==> src/common/acs_consts.svh <==
`ifndef ACS_CONSTS_SVH
`define ACS_CONSTS_SVH

// ==========================================================
// channel select codes
`define ACS_SEL_PEAK      5'h06
`define ACS_SEL_OUT_BASE  5'h08
`define ACS_NUM_OUTPUTS   24
`define ACS_NUM_GROUPS    8
`define ACS_LAST_GROUP    3'h7
`define ACS_NO_OUTPUT     2'h3

// ==========================================================
// timing
`define ACS_CLK_MHZ       25
`define ACS_CONV_TIME_NS  4000
`define ACS_CONV_CYC      ((`ACS_CONV_TIME_NS * `ACS_CLK_MHZ + 999) / 1000)
// blanking time in us, code 15 in the top slice down to code 0
`define ACS_BLANK_US_TABLE {12'd4000, 12'd3000, 12'd2000, 12'd1500, 12'd1200, 12'd1000, \
                            12'd800, 12'd500, 12'd300, 12'd200, 12'd150, 12'd80, \
                            12'd50, 12'd30, 12'd20, 12'd100}

`endif

==> src/common/acs_pkg.sv <==
`default_nettype none
// ==========================================================
// shared types
package acs_pkg;

    typedef enum logic [2:0] {
        ST_IDLE,
        ST_WAIT_CYC,
        ST_WAIT_ON,
        ST_BLANK,
        ST_CONVERT
    } acs_state_t;

    typedef struct packed {
        logic       start;
        logic [4:0] mux;
    } acs_conv_req_t;

    typedef struct packed {
        logic [2:0] grp;
        logic [1:0] sub;
    } acs_scan_pos_t;

endpackage : acs_pkg

`default_nettype wire

==> src/verilog/acs_sequencer.sv <==
`timescale 1ns/1ps
`default_nettype none
`include "acs_consts.svh"

module acs_sequencer
    import acs_pkg::*;
#(
    parameter int BLANK_CYC_PER_US = `ACS_CLK_MHZ
) (
    input  wire logic        REF_CLK,
    input  wire logic        RST_N,
    input  wire logic        SEL_WR,
    input  wire logic [4:0]  SEL_WDATA,
    input  wire logic        RESULT_RD,
    input  wire logic        FAULT_CLR,
    input  wire logic [23:0] OUT_EN,
    input  wire logic [7:0]  GRP_ON,
    input  wire logic        DIM_START,
    input  wire logic [3:0]  BLANK_CODE,
    input  wire logic        CONV_DONE,
    input  wire logic [7:0]  CONV_CODE,
    output logic [4:0]       SEL,
    output logic [7:0]       RESULT,
    output logic             DONE_FLAG,
    output logic             TIMING_ERR_FLAG,
    output logic             CONV_START,
    output logic [4:0]       CONV_MUX,
    output logic             BUSY
);

    // ==========================================================
    // helpers
    function automatic logic [1:0] first_en(input logic [23:0] en, input logic [2:0] g,
                                            input logic [1:0] from);
        logic [1:0] r;
        r = `ACS_NO_OUTPUT;
        for (int k = 2; k >= 0; k--) begin
            if (2'(k) >= from && en[5'(g) * 5'd3 + 5'(k)]) begin
                r = 2'(k);
            end
        end
        return r;
    endfunction : first_en

    function automatic logic [4:0] out_code(input acs_scan_pos_t p);
        return `ACS_SEL_OUT_BASE + 5'(p.grp) * 5'd3 + 5'(p.sub);
    endfunction : out_code

    function automatic logic [19:0] blank_cyc(input logic [3:0] code);
        logic [191:0] tbl;
        logic [11:0]  us;
        tbl = `ACS_BLANK_US_TABLE;
        us  = tbl[12 * code +: 12];
        return 20'(us) * 20'(BLANK_CYC_PER_US);
    endfunction : blank_cyc

    // ==========================================================
    // state
    acs_state_t    state_ff,  nxt_state;
    acs_conv_req_t req_ff,    nxt_req;
    acs_scan_pos_t pos_ff,    nxt_pos;
    logic [4:0]    sel_ff,    nxt_sel;
    logic [7:0]    result_ff, nxt_result;
    logic [7:0]    peak_ff,   nxt_peak;
    logic          done_ff,   nxt_done;
    logic          err_ff,    nxt_err;
    logic [19:0]   blank_ff,  nxt_blank;
    logic [19:0]   period_ff, nxt_period;
    logic          seen_ff,   nxt_seen;
    logic          busy_ff,   nxt_busy;
    logic [7:0]    grp_on_prev_ff;

    logic [7:0]    rise;
    logic [19:0]   min_period;
    logic          complete;
    logic          start;
    logic [4:0]    start_sel;
    logic [4:0]    idx;
    logic [1:0]    nsub;

    assign rise       = GRP_ON & ~grp_on_prev_ff;
    assign min_period = blank_cyc(BLANK_CODE) + 20'(3 * `ACS_CONV_CYC);
    assign complete   = (state_ff == ST_CONVERT) && CONV_DONE;
    // completion beats a read in the same cycle, so the fresh result is not lost
    assign start      = SEL_WR || (RESULT_RD && !complete);
    assign start_sel  = SEL_WR ? SEL_WDATA : sel_ff;
    // busy is registered from the next state so the pin never shows a decode glitch
    assign nxt_busy   = (nxt_state != ST_IDLE);

    // ==========================================================
    // next state
    always_comb begin
        nxt_state  = state_ff;
        nxt_req    = '{start: 1'b0, mux: req_ff.mux};
        nxt_pos    = pos_ff;
        nxt_sel    = sel_ff;
        nxt_result = result_ff;
        nxt_peak   = peak_ff;
        nxt_done   = done_ff;
        nxt_err    = err_ff & ~FAULT_CLR;
        nxt_blank  = blank_ff;
        nxt_period = (period_ff == 20'hfffff) ? period_ff : period_ff + 20'd1;
        nxt_seen   = seen_ff;
        idx        = start_sel - `ACS_SEL_OUT_BASE;
        nsub       = first_en(OUT_EN, pos_ff.grp, pos_ff.sub + 2'd1);

        case (state_ff)
            ST_IDLE: begin
            end
            ST_WAIT_CYC: begin
                // auto scan: groups with every output off are skipped
                if (first_en(OUT_EN, pos_ff.grp, 2'd0) == `ACS_NO_OUTPUT) begin
                    if (pos_ff.grp == `ACS_LAST_GROUP) begin
                        nxt_result = peak_ff;
                        nxt_done   = 1'b1;
                        nxt_state  = ST_IDLE;
                    end else begin
                        nxt_pos.grp = pos_ff.grp + 3'd1;
                    end
                end else if (DIM_START) begin
                    nxt_state = rise[pos_ff.grp] ? ST_BLANK : ST_WAIT_ON;
                    nxt_blank = 20'd0;
                end
            end
            ST_WAIT_ON: begin
                if (rise[pos_ff.grp]) begin
                    nxt_state = ST_BLANK;
                    nxt_blank = 20'd0;
                end
            end
            ST_BLANK: begin
                nxt_blank = blank_ff + 20'd1;
                if (blank_ff + 20'd1 >= blank_cyc(BLANK_CODE)) begin
                    nxt_state = ST_CONVERT;
                    if (sel_ff == `ACS_SEL_PEAK) begin
                        nxt_pos.sub = first_en(OUT_EN, pos_ff.grp, 2'd0);
                    end
                    nxt_req = '{start: 1'b1, mux: out_code('{grp: pos_ff.grp,
                               sub: (sel_ff == `ACS_SEL_PEAK) ?
                                    first_en(OUT_EN, pos_ff.grp, 2'd0) : pos_ff.sub})};
                end
            end
            ST_CONVERT: begin
                if (CONV_DONE) begin
                    if (sel_ff == `ACS_SEL_PEAK) begin
                        if (CONV_CODE > peak_ff) begin
                            nxt_peak = CONV_CODE;
                        end
                        if (nsub != `ACS_NO_OUTPUT && pos_ff.sub != `ACS_NO_OUTPUT) begin
                            nxt_pos.sub = nsub;
                            nxt_req     = '{start: 1'b1,
                                            mux: out_code('{grp: pos_ff.grp, sub: nsub})};
                        end else if (pos_ff.grp == `ACS_LAST_GROUP) begin
                            nxt_result = (CONV_CODE > peak_ff) ? CONV_CODE : peak_ff;
                            nxt_done   = 1'b1;
                            nxt_state  = ST_IDLE;
                        end else begin
                            nxt_pos   = '{grp: pos_ff.grp + 3'd1, sub: 2'd0};
                            nxt_state = ST_WAIT_CYC;
                        end
                    end else begin
                        nxt_result = CONV_CODE;
                        nxt_done   = 1'b1;
                        nxt_state  = ST_IDLE;
                    end
                end
            end
            default: begin
                nxt_state = ST_IDLE;
            end
        endcase

        // dimming period check while measuring
        if (state_ff != ST_IDLE && DIM_START) begin
            nxt_period = 20'd0;
            nxt_seen   = 1'b1;
            if (seen_ff && (period_ff + 20'd1 < min_period)) begin
                nxt_err   = 1'b1;
                nxt_state = ST_IDLE;
                nxt_req   = '{start: 1'b0, mux: req_ff.mux};
            end
        end

        // a new start aborts whatever runs
        if (start) begin
            nxt_sel    = start_sel;
            nxt_done   = 1'b0;
            nxt_peak   = 8'h00;
            nxt_period = 20'd0;
            nxt_seen   = 1'b0;
            nxt_blank  = 20'd0;
            nxt_pos    = '{grp: 3'd0, sub: 2'd0};
            if (start_sel == `ACS_SEL_PEAK) begin
                nxt_state = ST_WAIT_CYC;
                nxt_req   = '{start: 1'b0, mux: req_ff.mux};
            end else if (start_sel >= `ACS_SEL_OUT_BASE) begin
                nxt_pos = '{grp: 3'(idx / 5'd3), sub: 2'(idx % 5'd3)};
                if (OUT_EN[idx]) begin
                    nxt_state = ST_WAIT_ON;
                    nxt_req   = '{start: 1'b0, mux: req_ff.mux};
                end else begin
                    nxt_state = ST_CONVERT;
                    nxt_req   = '{start: 1'b1, mux: start_sel};
                end
            end else begin
                // 07h converts like a fixed tap; its code means nothing
                nxt_state = ST_CONVERT;
                nxt_req   = '{start: 1'b1, mux: start_sel};
            end
        end
    end

    // ==========================================================
    // registers
    always_ff @(posedge REF_CLK) begin
        if (!RST_N) begin
            state_ff       <= ST_IDLE;
            req_ff         <= '{start: 1'b0, mux: 5'h00};
            pos_ff         <= '{grp: 3'd0, sub: 2'd0};
            sel_ff         <= 5'h00;
            result_ff      <= 8'h00;
            peak_ff        <= 8'h00;
            done_ff        <= 1'b0;
            err_ff         <= 1'b0;
            blank_ff       <= 20'd0;
            period_ff      <= 20'd0;
            seen_ff        <= 1'b0;
            busy_ff        <= 1'b0;
            grp_on_prev_ff <= 8'h00;
        end else begin
            state_ff       <= nxt_state;
            req_ff         <= nxt_req;
            pos_ff         <= nxt_pos;
            sel_ff         <= nxt_sel;
            result_ff      <= nxt_result;
            peak_ff        <= nxt_peak;
            done_ff        <= nxt_done;
            err_ff         <= nxt_err;
            blank_ff       <= nxt_blank;
            period_ff      <= nxt_period;
            seen_ff        <= nxt_seen;
            busy_ff        <= nxt_busy;
            grp_on_prev_ff <= GRP_ON;
        end
    end

    assign SEL             = sel_ff;
    assign RESULT          = result_ff;
    assign DONE_FLAG       = done_ff;
    assign TIMING_ERR_FLAG = err_ff;
    assign CONV_START      = req_ff.start;
    assign CONV_MUX        = req_ff.mux;
    assign BUSY            = busy_ff;

endmodule : acs_sequencer

`default_nettype wire

==> config.mk <==
export PLATFORM = sky130hd
export DESIGN_NAME = acs_sequencer
export DESIGN_NICKNAME = d
export VERILOG_FILES = /design/src/common/acs_pkg.sv /design/src/verilog/acs_sequencer.sv
export VERILOG_INCLUDE_DIRS = /design/src /design/src/common
export SDC_FILE = /design/constraint.sdc
export NUM_CORES = 1
export LEC_CHECK = 0
export BUFFER_PORTS_ARGS = -buffer_cell sky130_fd_sc_hd__buf_2
export CAP_MARGIN = 20
export CORE_UTILIZATION = 65
export CTS_CLUSTER_SIZE = 28
export DETAILED_ROUTE_END_ITERATION = 12
export GPL_TIMING_DRIVEN = 0
export PLACE_DENSITY_LB_ADDON = 0.05
export SLEW_MARGIN = 20
export SYNTH_ARGS = -nofsm -noshare
export SYNTH_HDL_FRONTEND = slang
export SYNTH_SLANG_ARGS = --single-unit
==> constraint.sdc <==
create_clock -name REF_CLK -period 19.41 [get_ports REF_CLK]
set_input_delay 0.9705 -clock REF_CLK [delete_from_list [all_inputs] [get_ports REF_CLK]]
set_output_delay 0.9705 -clock REF_CLK [all_outputs]
set_load 0.005 [all_outputs]
==> results.yml, run 1 <==
floorplan:
  floorplan.die_area_um2: 14200
  fp-row-count: 42
  ios: 78
  die_h_um: 119
  core_um2: 13300
  start_util_pct: 67.1
  die_w_um: 119
yosys:
  async_flop_share_pct: 0
  syn_area_um2: 8920
  syn_inst: 1104
  syn_avg_cell_area_um2: 8.08
  seq_area_frac_synth_pct: 19.5
  synth_nets: 1271
  synth_warnings: 0
  netlist-cell-type-count: 93
  synth_edf_count: 0
  synth_top_family_by_area: "compound AO/OA/AOI/OAI gates"
  yosys.area_share.simple_pct: 19.7
  synth_adder_area_share_pct: 16.3
  synth_xor_area_share_pct: 7.31
  muxShareOfSynthArea_pct: 8.03
  ys_ff_latch: 87
  synth_ff_type: "dfxtp_1"
  synth-compound-area-share_pct: 21.5
final_layout:
  stdcell_count: 1372
  fin_nets: 1358
  final_common_cell: "inv_1"
  diodes: 0
  mostFrequentLayoutCells: "inv_1 (110), ha_1 (102), dfxtp_1 (87), nor2_1 (84), buf_2 (82)"
  postLayoutCoreUtil_pct: 74.0
  drive_gt1_share_pct: 12.9
  area_delta_synth_final_pct: 10.3
grt:
  track_usage_pct: 33.1
  grt.overflow.total: 0
  grt_start_max_net_pins: 17
  antenna_found_initial: 0
  grt_pass1_wl_um: 38000
  grt_pass1_vias: 8002
power:
  peakVddDrop_v: 0.0000645
  p_switching_mw: 0.329
  pwr-share-seq_pct: 24.2
  p_leak_nw: 4.63
  clockPowerShare_pct: 22.8
  swShare_pct: 41.5
  comb_power_share_pct: 53.0
  cellPowerDensity_nw_per_um2: 80.7
  intPower_mw: 0.464
routing:
  drc: 0
  wl_um: 23000
  dr.first_iter.drc_count: 562
  final_antenna_net_count: 0
  dr.pass1.iters: 5
  viasPerCell: 6.14
  wl_per_cell_um: 16.8
  vias: 8419
setup_path:
  r2r_cells: 22
  crit_required_ps: 19640
  critical_path.max_fanout: 9
  slowest_stage: "o21ai_0"
  r2r_setup_slack_ps: 14380
  start_kind: "input port"
  end_kind: "flip-flop"
  worstPathArrival_ps: 8150
  crit_type: "input port to flip-flop"
  cp_slowest_stage_delay_ps: 520
place:
  place_hpwl_um: 18100
  gp_congestion: 0.912
  dp_cells: 1356
  port_buffers: 75
sta:
  finalClockSkew_ps: 12.0
  timing.slew.headroom_pct: 28.8
  max_freq_ghz: 0.126
  finalSetupTns_ps: 0
  period_share_pct: 40.8
  maxSlewViolCount: 0
  setup_violations: 0
  worst_slew_pin_slew_ps: 1070
  period_minus_slack_ps: 7930
  grt_setup_unrepaired: "no"
  hold_violations: 0
min_path:
  hp-class: "flip-flop to flip-flop"
  hold_depth: 2
clock_tree:
  clock_path_buffers: 2
  root_buffer: "clkbuf_16"
  clk_pin_slew_ps: 70
  clock-sinks: 87
  tritoncts: "built"
  cts_setup_buffers: 0
  htree_levels: 3
  ctsHoldBuffers: 0
  clkLatencyLatePin_ps: 350
  ctsResizeCount: 0
  cts_inserted_buffers: 9
job:
  timing.max_cap.violations: 0
status:
  status: "complete, no violations"
-- final cells by class --
type / count / area (um2)
multi-input combinational: 861 / 6510
fill: 1091 / 3460
sequential: 87 / 1740
inverter: 112 / 420
timing repair buffer: 76 / 380
buffer: 44 / 255
clock buffer: 9 / 225
tap: 176 / 220
clock inverter: 7 / 78.8
-- synth_stat cells (all sizes together) (21+ instances only) --
cell type | n | area, um2
nand3 | 39 | 195
xnor2 | 46 | 410
and2 | 21 | 133
nor2 | 85 | 322
a21oi | 74 | 370
o21ai | 42 | 214
ha | 102 | 1280
xor2 | 25 | 219
a21o | 23 | 173
dfxtp | 87 | 1740
nor3 | 22 | 110
a211oi | 22 | 170
inv | 110 | 413
nand4 | 23 | 159
nand2 | 68 | 255
clkbuf | 31 | 150
mux2i | 39 | 390
-- critical path, delay by kind of cell --
| kind | cells | cell delay (ps) |
|---|---|---|
| simple gates | 11 | 2270 |
| compound gates | 8 | 1970 |
| fa+ha+maj | 6 | 1860 |
| buf+inv | 6 | 620 |
| xor+xnor | 2 | 470 |
-- cell families after synthesis --
group	Yosys count
buffers and inverters	156
DFF	87
and+or+nand+nor	338
xor gates and xnor gates	72
adders and majority gates	111
AOI/OAI and AO/OA	279
muxes	61
-- sequential cells by signal (all words and copies together), names as in the netlist, 5 cells and up --
name	count
SEL	5
peak_ff	8
pos_ff	5
period_ff	20
RESULT	8
CONV_MUX	5
grp_on_prev_ff	8
blank_ff	20
-- routing by layer --
metal | GRT usage (%) | wire [um]
met3 | 5.89 | 1400
met4 | 12.4 | 679
met5 | 0 | 0
met1 | 41.0 | 9850
met2 | 57.0 | 11100
-- power groups by stage --
stage / sequential (mW) / combinational, mW / clock [mW]
6_report: 0.192 / 0.420 / 0.181
5_1_grt: 0.193 / 0.472 / 0.190
4_1_cts: 0.192 / 0.417 / 0.182
3_5_place_dp: 0.196 / 0.413 / 0
3_3_place_gp: 0.196 / 0.405 / 0
2_1_floorplan: 0.195 / 0.320 / 0
-- per-stage QoR --
stage	hold slack, ps	instance area (um2)	setup WS (ps)	power (mW)
4_1_cts	484	9830	11520	0.791
6_report	485	9830	11480	0.793
3_3_place_gp	446	9510	11240	0.601
3_5_place_dp	465	9530	11180	0.609
5_1_grt	516	9830	10740	0.855
2_1_floorplan	441	8920	12460	0.515
-- final timing paths --
kind / startpoint / to
worst max-delay path: BLANK_CODE[0] / BUSY
worst min-delay path: DONE_FLAG / DONE_FLAG
worst max register to register: pos_ff[3] / CONV_MUX[4]
worst min register to register: DONE_FLAG / DONE_FLAG
(Power assumes the default switching activity.)
==> inputs of run 2 (changes only) <==
ABC_AREA = 1   (was default)
CORE_UTILIZATION = 62   (was 65)
clock period = 7.8 ns   (was 19.41 ns; I/O delays follow)
==> run 2 against run 1 <==
- cell area up 3.7%
- core utilization down 4.1 points
- cell count up 26%
- die area up 9.0%
- largest power group unchanged
- critical endpoint is now CONV_MUX[4]
- sequential share of layout area down 0.63 points
- flip-flop and latch count unchanged
- non-clock buffer count down 11
- synthesized cell count up 31%
==> results.yml, run 2 <==
yosys:
  synth_top_area_share_pct: 18.8
  syn_avg_cell_area_um2: 6.40
  synth_nets: 1617
  syn_inst: 1450
  synth_ff_type: "dfxtp_1"
  seq_area_frac_synth_pct: 18.8
  netlist-cell-type-count: 56
  syn_area_um2: 9280
  synth_top_area_cell: "dfxtp_1"
  netlist_top_cells_count: "nand2_1 (375), inv_1 (210), nor2_1 (133)"
  synth_area_leaders: "dfxtp_1 (19%), nand2_1 (15%), ha_1 (14%)"
  yosysMostFrequentCell: "nand2_1"
  synth_warnings: 0
  async_flop_share_pct: 0
  synth_edf_count: 0
  ys_ff_latch: 87
power:
  p_switching_mw: 1.09
  swShare_pct: 47.7
  p_leak_nw: 5.21
  clockPowerShare_pct: 20.1
  intPower_mw: 1.20
  peakVddDrop_v: 0.000167
  comb_power_share_pct: 58.7
  pwr-share-seq_pct: 21.3
  cellPowerDensity_nw_per_um2: 225
routing:
  vias: 9253
  final_antenna_net_count: 0
  dr.pass1.iters: 7
  wl_um: 23200
  dr.first_iter.drc_count: 593
  viasPerCell: 5.37
  drc: 0
  wl_per_cell_um: 13.5
min_path:
  hold_depth: 3
  hp-class: "input port to flip-flop"
  worstHoldStart: "GRP_ON[1]"
  min_delay_worst_endpoint: "grp_on_prev_ff[1]"
sta:
  setup_violations: 0
  timing.slew.headroom_pct: 59.8
  finalClockSkew_ps: 6.90
  period_share_pct: 74.7
  max_freq_ghz: 0.172
  hold_violations: 0
  hold_ws_ps: 231
  setup_ws_ps: 1980
  grt_setup_unrepaired: "no"
  period_minus_slack_ps: 5820
  maxSlewViolCount: 0
  finalSetupTns_ps: 0
  worst_slew_pin_slew_ps: 601
clock_tree:
  clkLatencyLatePin_ps: 350
  cts_setup_buffers: 0
  root_buffer: "clkbuf_16"
  clk_pin_slew_ps: 70
  ctsResizeCount: 0
  tritoncts: "built"
  clock-sinks: 87
  clock_path_buffers: 2
  cts_inserted_buffers: 9
  htree_levels: 3
  ctsHoldBuffers: 0
final_layout:
  final_common_cell: "nand2_1"
  diodes: 0
  drive_gt1_share_pct: 13.2
  mostFrequentLayoutCells: "nand2_1 (375), inv_1 (210), nor2_1 (133), a21oi_1 (102), ha_1 (102)"
  stdcell_count: 1724
  area_delta_synth_final_pct: 9.83
  fin_nets: 1702
  largestRegisters: "blank_ff: 20 flops, period_ff: 20 flops"
  finish.instance_area_um2: 10200
setup_path:
  r2r_setup_slack_ps: 3620
  start_kind: "input port"
  critical_path.max_fanout: 9
  crit_required_ps: 8020
  reg2reg_to: "CONV_MUX[4]"
  worstPathArrival_ps: 6040
  crit_type: "input port to flip-flop"
  crit_path_start: "BLANK_CODE[1]"
  r2r_cells: 26
  cp_slowest_stage_delay_ps: 490
  slowest_stage: "fa_1"
  end_kind: "flip-flop"
  r2r-start: "pos_ff[3]"
place:
  dp_cells: 1708
  postPlaceCellArea_um2: 9880
  gp_congestion: 0.945
  port_buffers: 74
  place_hpwl_um: 18900
  pre_cts_slack_ps: 1640
floorplan:
  die_w_um: 124
  fp-row-count: 44
  start_util_pct: 63.6
  core_um2: 14600
  ios: 78
  die_h_um: 124
  floorplan.die_area_um2: 15500
grt:
  grt_pass1_vias: 8747
  grt_start_max_net_pins: 18
  grt.overflow.total: 0
  antenna_found_initial: 0
  track_usage_pct: 31.1
  grt_pass1_wl_um: 39900
status:
  status: "complete, no violations"
job:
  timing.max_cap.violations: 0
## run 2: cell types whose count changed in the layout (fill, tap and decap cells not counted), moves of 28 or more
cell     delta
nor2_1     +49
mux2i_1    -39
xnor2_1    -29
inv_1     +100
nand3_1    +36
nand2_1   +307
a21oi_1    +28
## run 2: layout make-up
type                    instances  area, um2
clock buffers                   9        225
well taps                     184        230
inverters                     229        871
repair buffers                 74        370
clock inverters                 7       86.3
plain buffers                  35        228
fillers                      1332       4400
multi-input cells            1099       6440
flip-flops and latches         87       1740
## run 2: worst max-delay path, delay by kind of cell
kind                       cells  cell delay (ps)
adders and majority gates      6             1910
and+or+nand+nor               15             1680
AOI/OAI and AO/OA              5              940
buffers and inverters          9              760
xor gates and xnor gates       2              360
## run 2: worst max-delay path by stage
| stage | endpoint | slack [ps] | cells after the start |
|---|---|---|---|
| 2_1_floorplan | CONV_MUX[4] | 2480 | 35 |
| 5_1_grt | CONV_MUX[4] | 1480 | 35 |
| 4_1_cts | CONV_MUX[4] | 2010 | 37 |
| 3_5_place_dp | CONV_MUX[4] | 1640 | 37 |
| 6_report | CONV_MUX[4] | 1980 | 37 |
| 3_3_place_gp | CONV_MUX[4] | 1690 | 37 |
## run 2: cells by family after synthesis
kind of cell / after synthesis / share of synthesized area, %
AND/OR/NAND/NOR: 686 / 32.5
adder cells (fa/ha/maj): 111 / 15.7
flip-flops: 87 / 18.8
XOR/XNOR: 64 / 6.20
AO/OA/AOI/OAI: 238 / 15.0
buffers and inverters: 264 / 11.8
## run 2: metal layers
layer	vias up	GRT usage, %	routed length (um)
met1	4124	39.0	10500
met2	241	54.4	11200
met3	40	4.17	917
li1	4848	-	-
met4	0	10.3	625
met5	-	0	0
## run 2: power by group through the flow
stage | Clock (mW) | Combinational (mW) | Sequential, mW
after detailed placement | 0 | 1.34 | 0.498
after global routing | 0.490 | 1.54 | 0.490
after floorplan | 0 | 1.03 | 0.493
after global placement | 0 | 1.31 | 0.497
after CTS | 0.468 | 1.35 | 0.488
final | 0.461 | 1.35 | 0.488
## run 2: through the flow
step / utilization (%) / power, mW
4_1_cts: 69.9 / 2.30
3_3_place_gp: 67.7 / 1.81
3_5_place_dp: 67.7 / 1.83
2_1_floorplan: - / 1.52
5_1_grt: 69.9 / 2.52
6_report: 69.9 / 2.30
==> inputs of run 3 (changes only) <==
ABC_AREA = 0   (was 1)
CORE_UTILIZATION = 56   (was 62)
clock period = 4.9 ns   (was 7.8 ns; I/O delays follow)
==> run 3 against run 2 <==
- the flow now finishes with violations (negative setup slack)
- combinational power increased by 73%
- setup slack got worse by 2700 ps
- via count fell by 6.5%
- first-iteration DRC count shrank 14%
- clock power grew 67%
==> results.yml, run 3 (synthesis results as in run 1) <==
routing:
  wl_per_cell_um: 17.0
  dr.first_iter.drc_count: 509
  vias: 8647
  drc: 0
  wl_um: 24700
  dr.pass1.iters: 4
  viasPerCell: 5.94
  final_antenna_net_count: 0
floorplan:
  start_util_pct: 58.0
  core_um2: 15400
  floorplan.die_area_um2: 16400
  die_h_um: 128
  fp-row-count: 45
  ios: 78
  die_w_um: 128
sta:
  setup_ws_ps: -679
  hold_ws_ps: 119
  hold_violations: 0
  worst_slew_pin_slew_ps: 1060
  maxSlewViolCount: 0
  timing.slew.headroom_pct: 29.2
  period_minus_slack_ps: 5580
  finalSetupTns_ps: -5830
  finalClockSkew_ps: 12.1
  max_freq_ghz: 0.179
  period_share_pct: 114
  setup_violations: 13
  grt_setup_unrepaired: "yes"
final_layout:
  stdcell_count: 1456
  final_common_cell: "inv_1"
  finish.instance_area_um2: 11100
  mostFrequentLayoutCells: "inv_1 (100), dfxtp_1 (87), ha_1 (86), nor2_1 (81), buf_2 (79)"
  drive_gt1_share_pct: 24.5
  largestRegisters: "blank_ff: 20 flops, period_ff: 20 flops"
  area_delta_synth_final_pct: 24.5
  fin_nets: 1407
  diodes: 0
  fillers: 1209
clock_tree:
  ctsHoldBuffers: 0
  tritoncts: "built"
  clkLatencyLatePin_ps: 350
  cts_inserted_buffers: 9
  clock-sinks: 87
  htree_levels: 3
  clock_path_buffers: 2
  clk_pin_slew_ps: 70
  root_buffer: "clkbuf_16"
grt:
  grt_pass1_vias: 8183
  antenna_found_initial: 0
  grt_start_max_net_pins: 17
  track_usage_pct: 29.3
  grt_pass1_wl_um: 38800
  grt.overflow.total: 0
power:
  power.total_mw: 3.86
  p_leak_nw: 5.02
  peakVddDrop_v: 0.000233
  cellPowerDensity_nw_per_um2: 348
setup_path:
  start_kind: "input port"
  critical_path.max_fanout: 6
  worstPathArrival_ps: 5810
  worst_path_most_repeated_cell: "inv_2"
  cp_slowest_stage_delay_ps: 510
  end_kind: "flip-flop"
  crit_type: "input port to flip-flop"
  slowest_stage: "fa_1"
  crit_required_ps: 5130
job:
  timing.max_cap.violations: 0
place:
  place_hpwl_um: 17900
  dp_cells: 1391
  gp_congestion: 0.912
  port_buffers: 75
  postPlaceCellArea_um2: 9770
status:
  failed_checks: "negative setup slack"
  status: "finished with violations"
min_path:
  hp-class: "input port to flip-flop"
[run 3: power breakdown]
group          switching (mW)  internal [mW]  total [mW]
Combinational            1.25           1.08        2.33
Sequential             0.0273          0.735       0.762
Clock                   0.316          0.455       0.771
Total                    1.59           2.27        3.86
[run 3: final cells by class]
cell class	count	area, um2	area share, %
Inverter	112	440	3.97
Tap cell	211	264	2.38
Multi-Input combinational cell	861	7210	64.9
Timing Repair Buffer	125	815	7.33
Buffer	44	309	2.78
Sequential cell	87	1740	15.7
Clock inverter	7	103	0.924
Clock buffer	9	225	2.03
[run 3: final timing paths]
check	start	to	slack, ps	depth (start not counted)
worst max-delay path	BLANK_CODE[0]	BUSY	-680	33
worst min-delay path	GRP_ON[1]	grp_on_prev_ff[1]	120	2
worst max register to register	pos_ff[3]	CONV_MUX[3]	-140	20
worst min register to register	TIMING_ERR_FLAG	TIMING_ERR_FLAG	470	2
[run 3: metal layers]
layer  GRT usage (%)  part of all wire [%]  up-vias
met5               0                     0        -
met4            11.3                   3.2        0
met3            3.17                   4.0       64
met2            52.1                    49      245
met1            36.2                    44     4073
li1                -                     -     4265
[run 3: critical path: cells and delay by family]
family	cells	cell delay, ps
adder cells (fa/ha/maj)	6	1760
AND/OR/NAND/NOR	11	1660
AO/OA/AOI/OAI	7	1200
buffers and inverters	7	510
XOR/XNOR	2	400
[run 3: per-stage QoR]
stage | util (%) | setup slack (ps)
after floorplan | - | -517
after global placement | 63.5 | -1600
after detailed placement | 63.6 | -1680
after CTS | 69.7 | -481
after global routing | 72.3 | -863
final | 72.3 | -679
[run 3: timing repair]
action                     4_1_cts  5_1_grt
resized for setup               69       59
setup endpoints to repair       20       21
cloned                           1        0
buffers inserted                36       14
pin swaps                       54       48
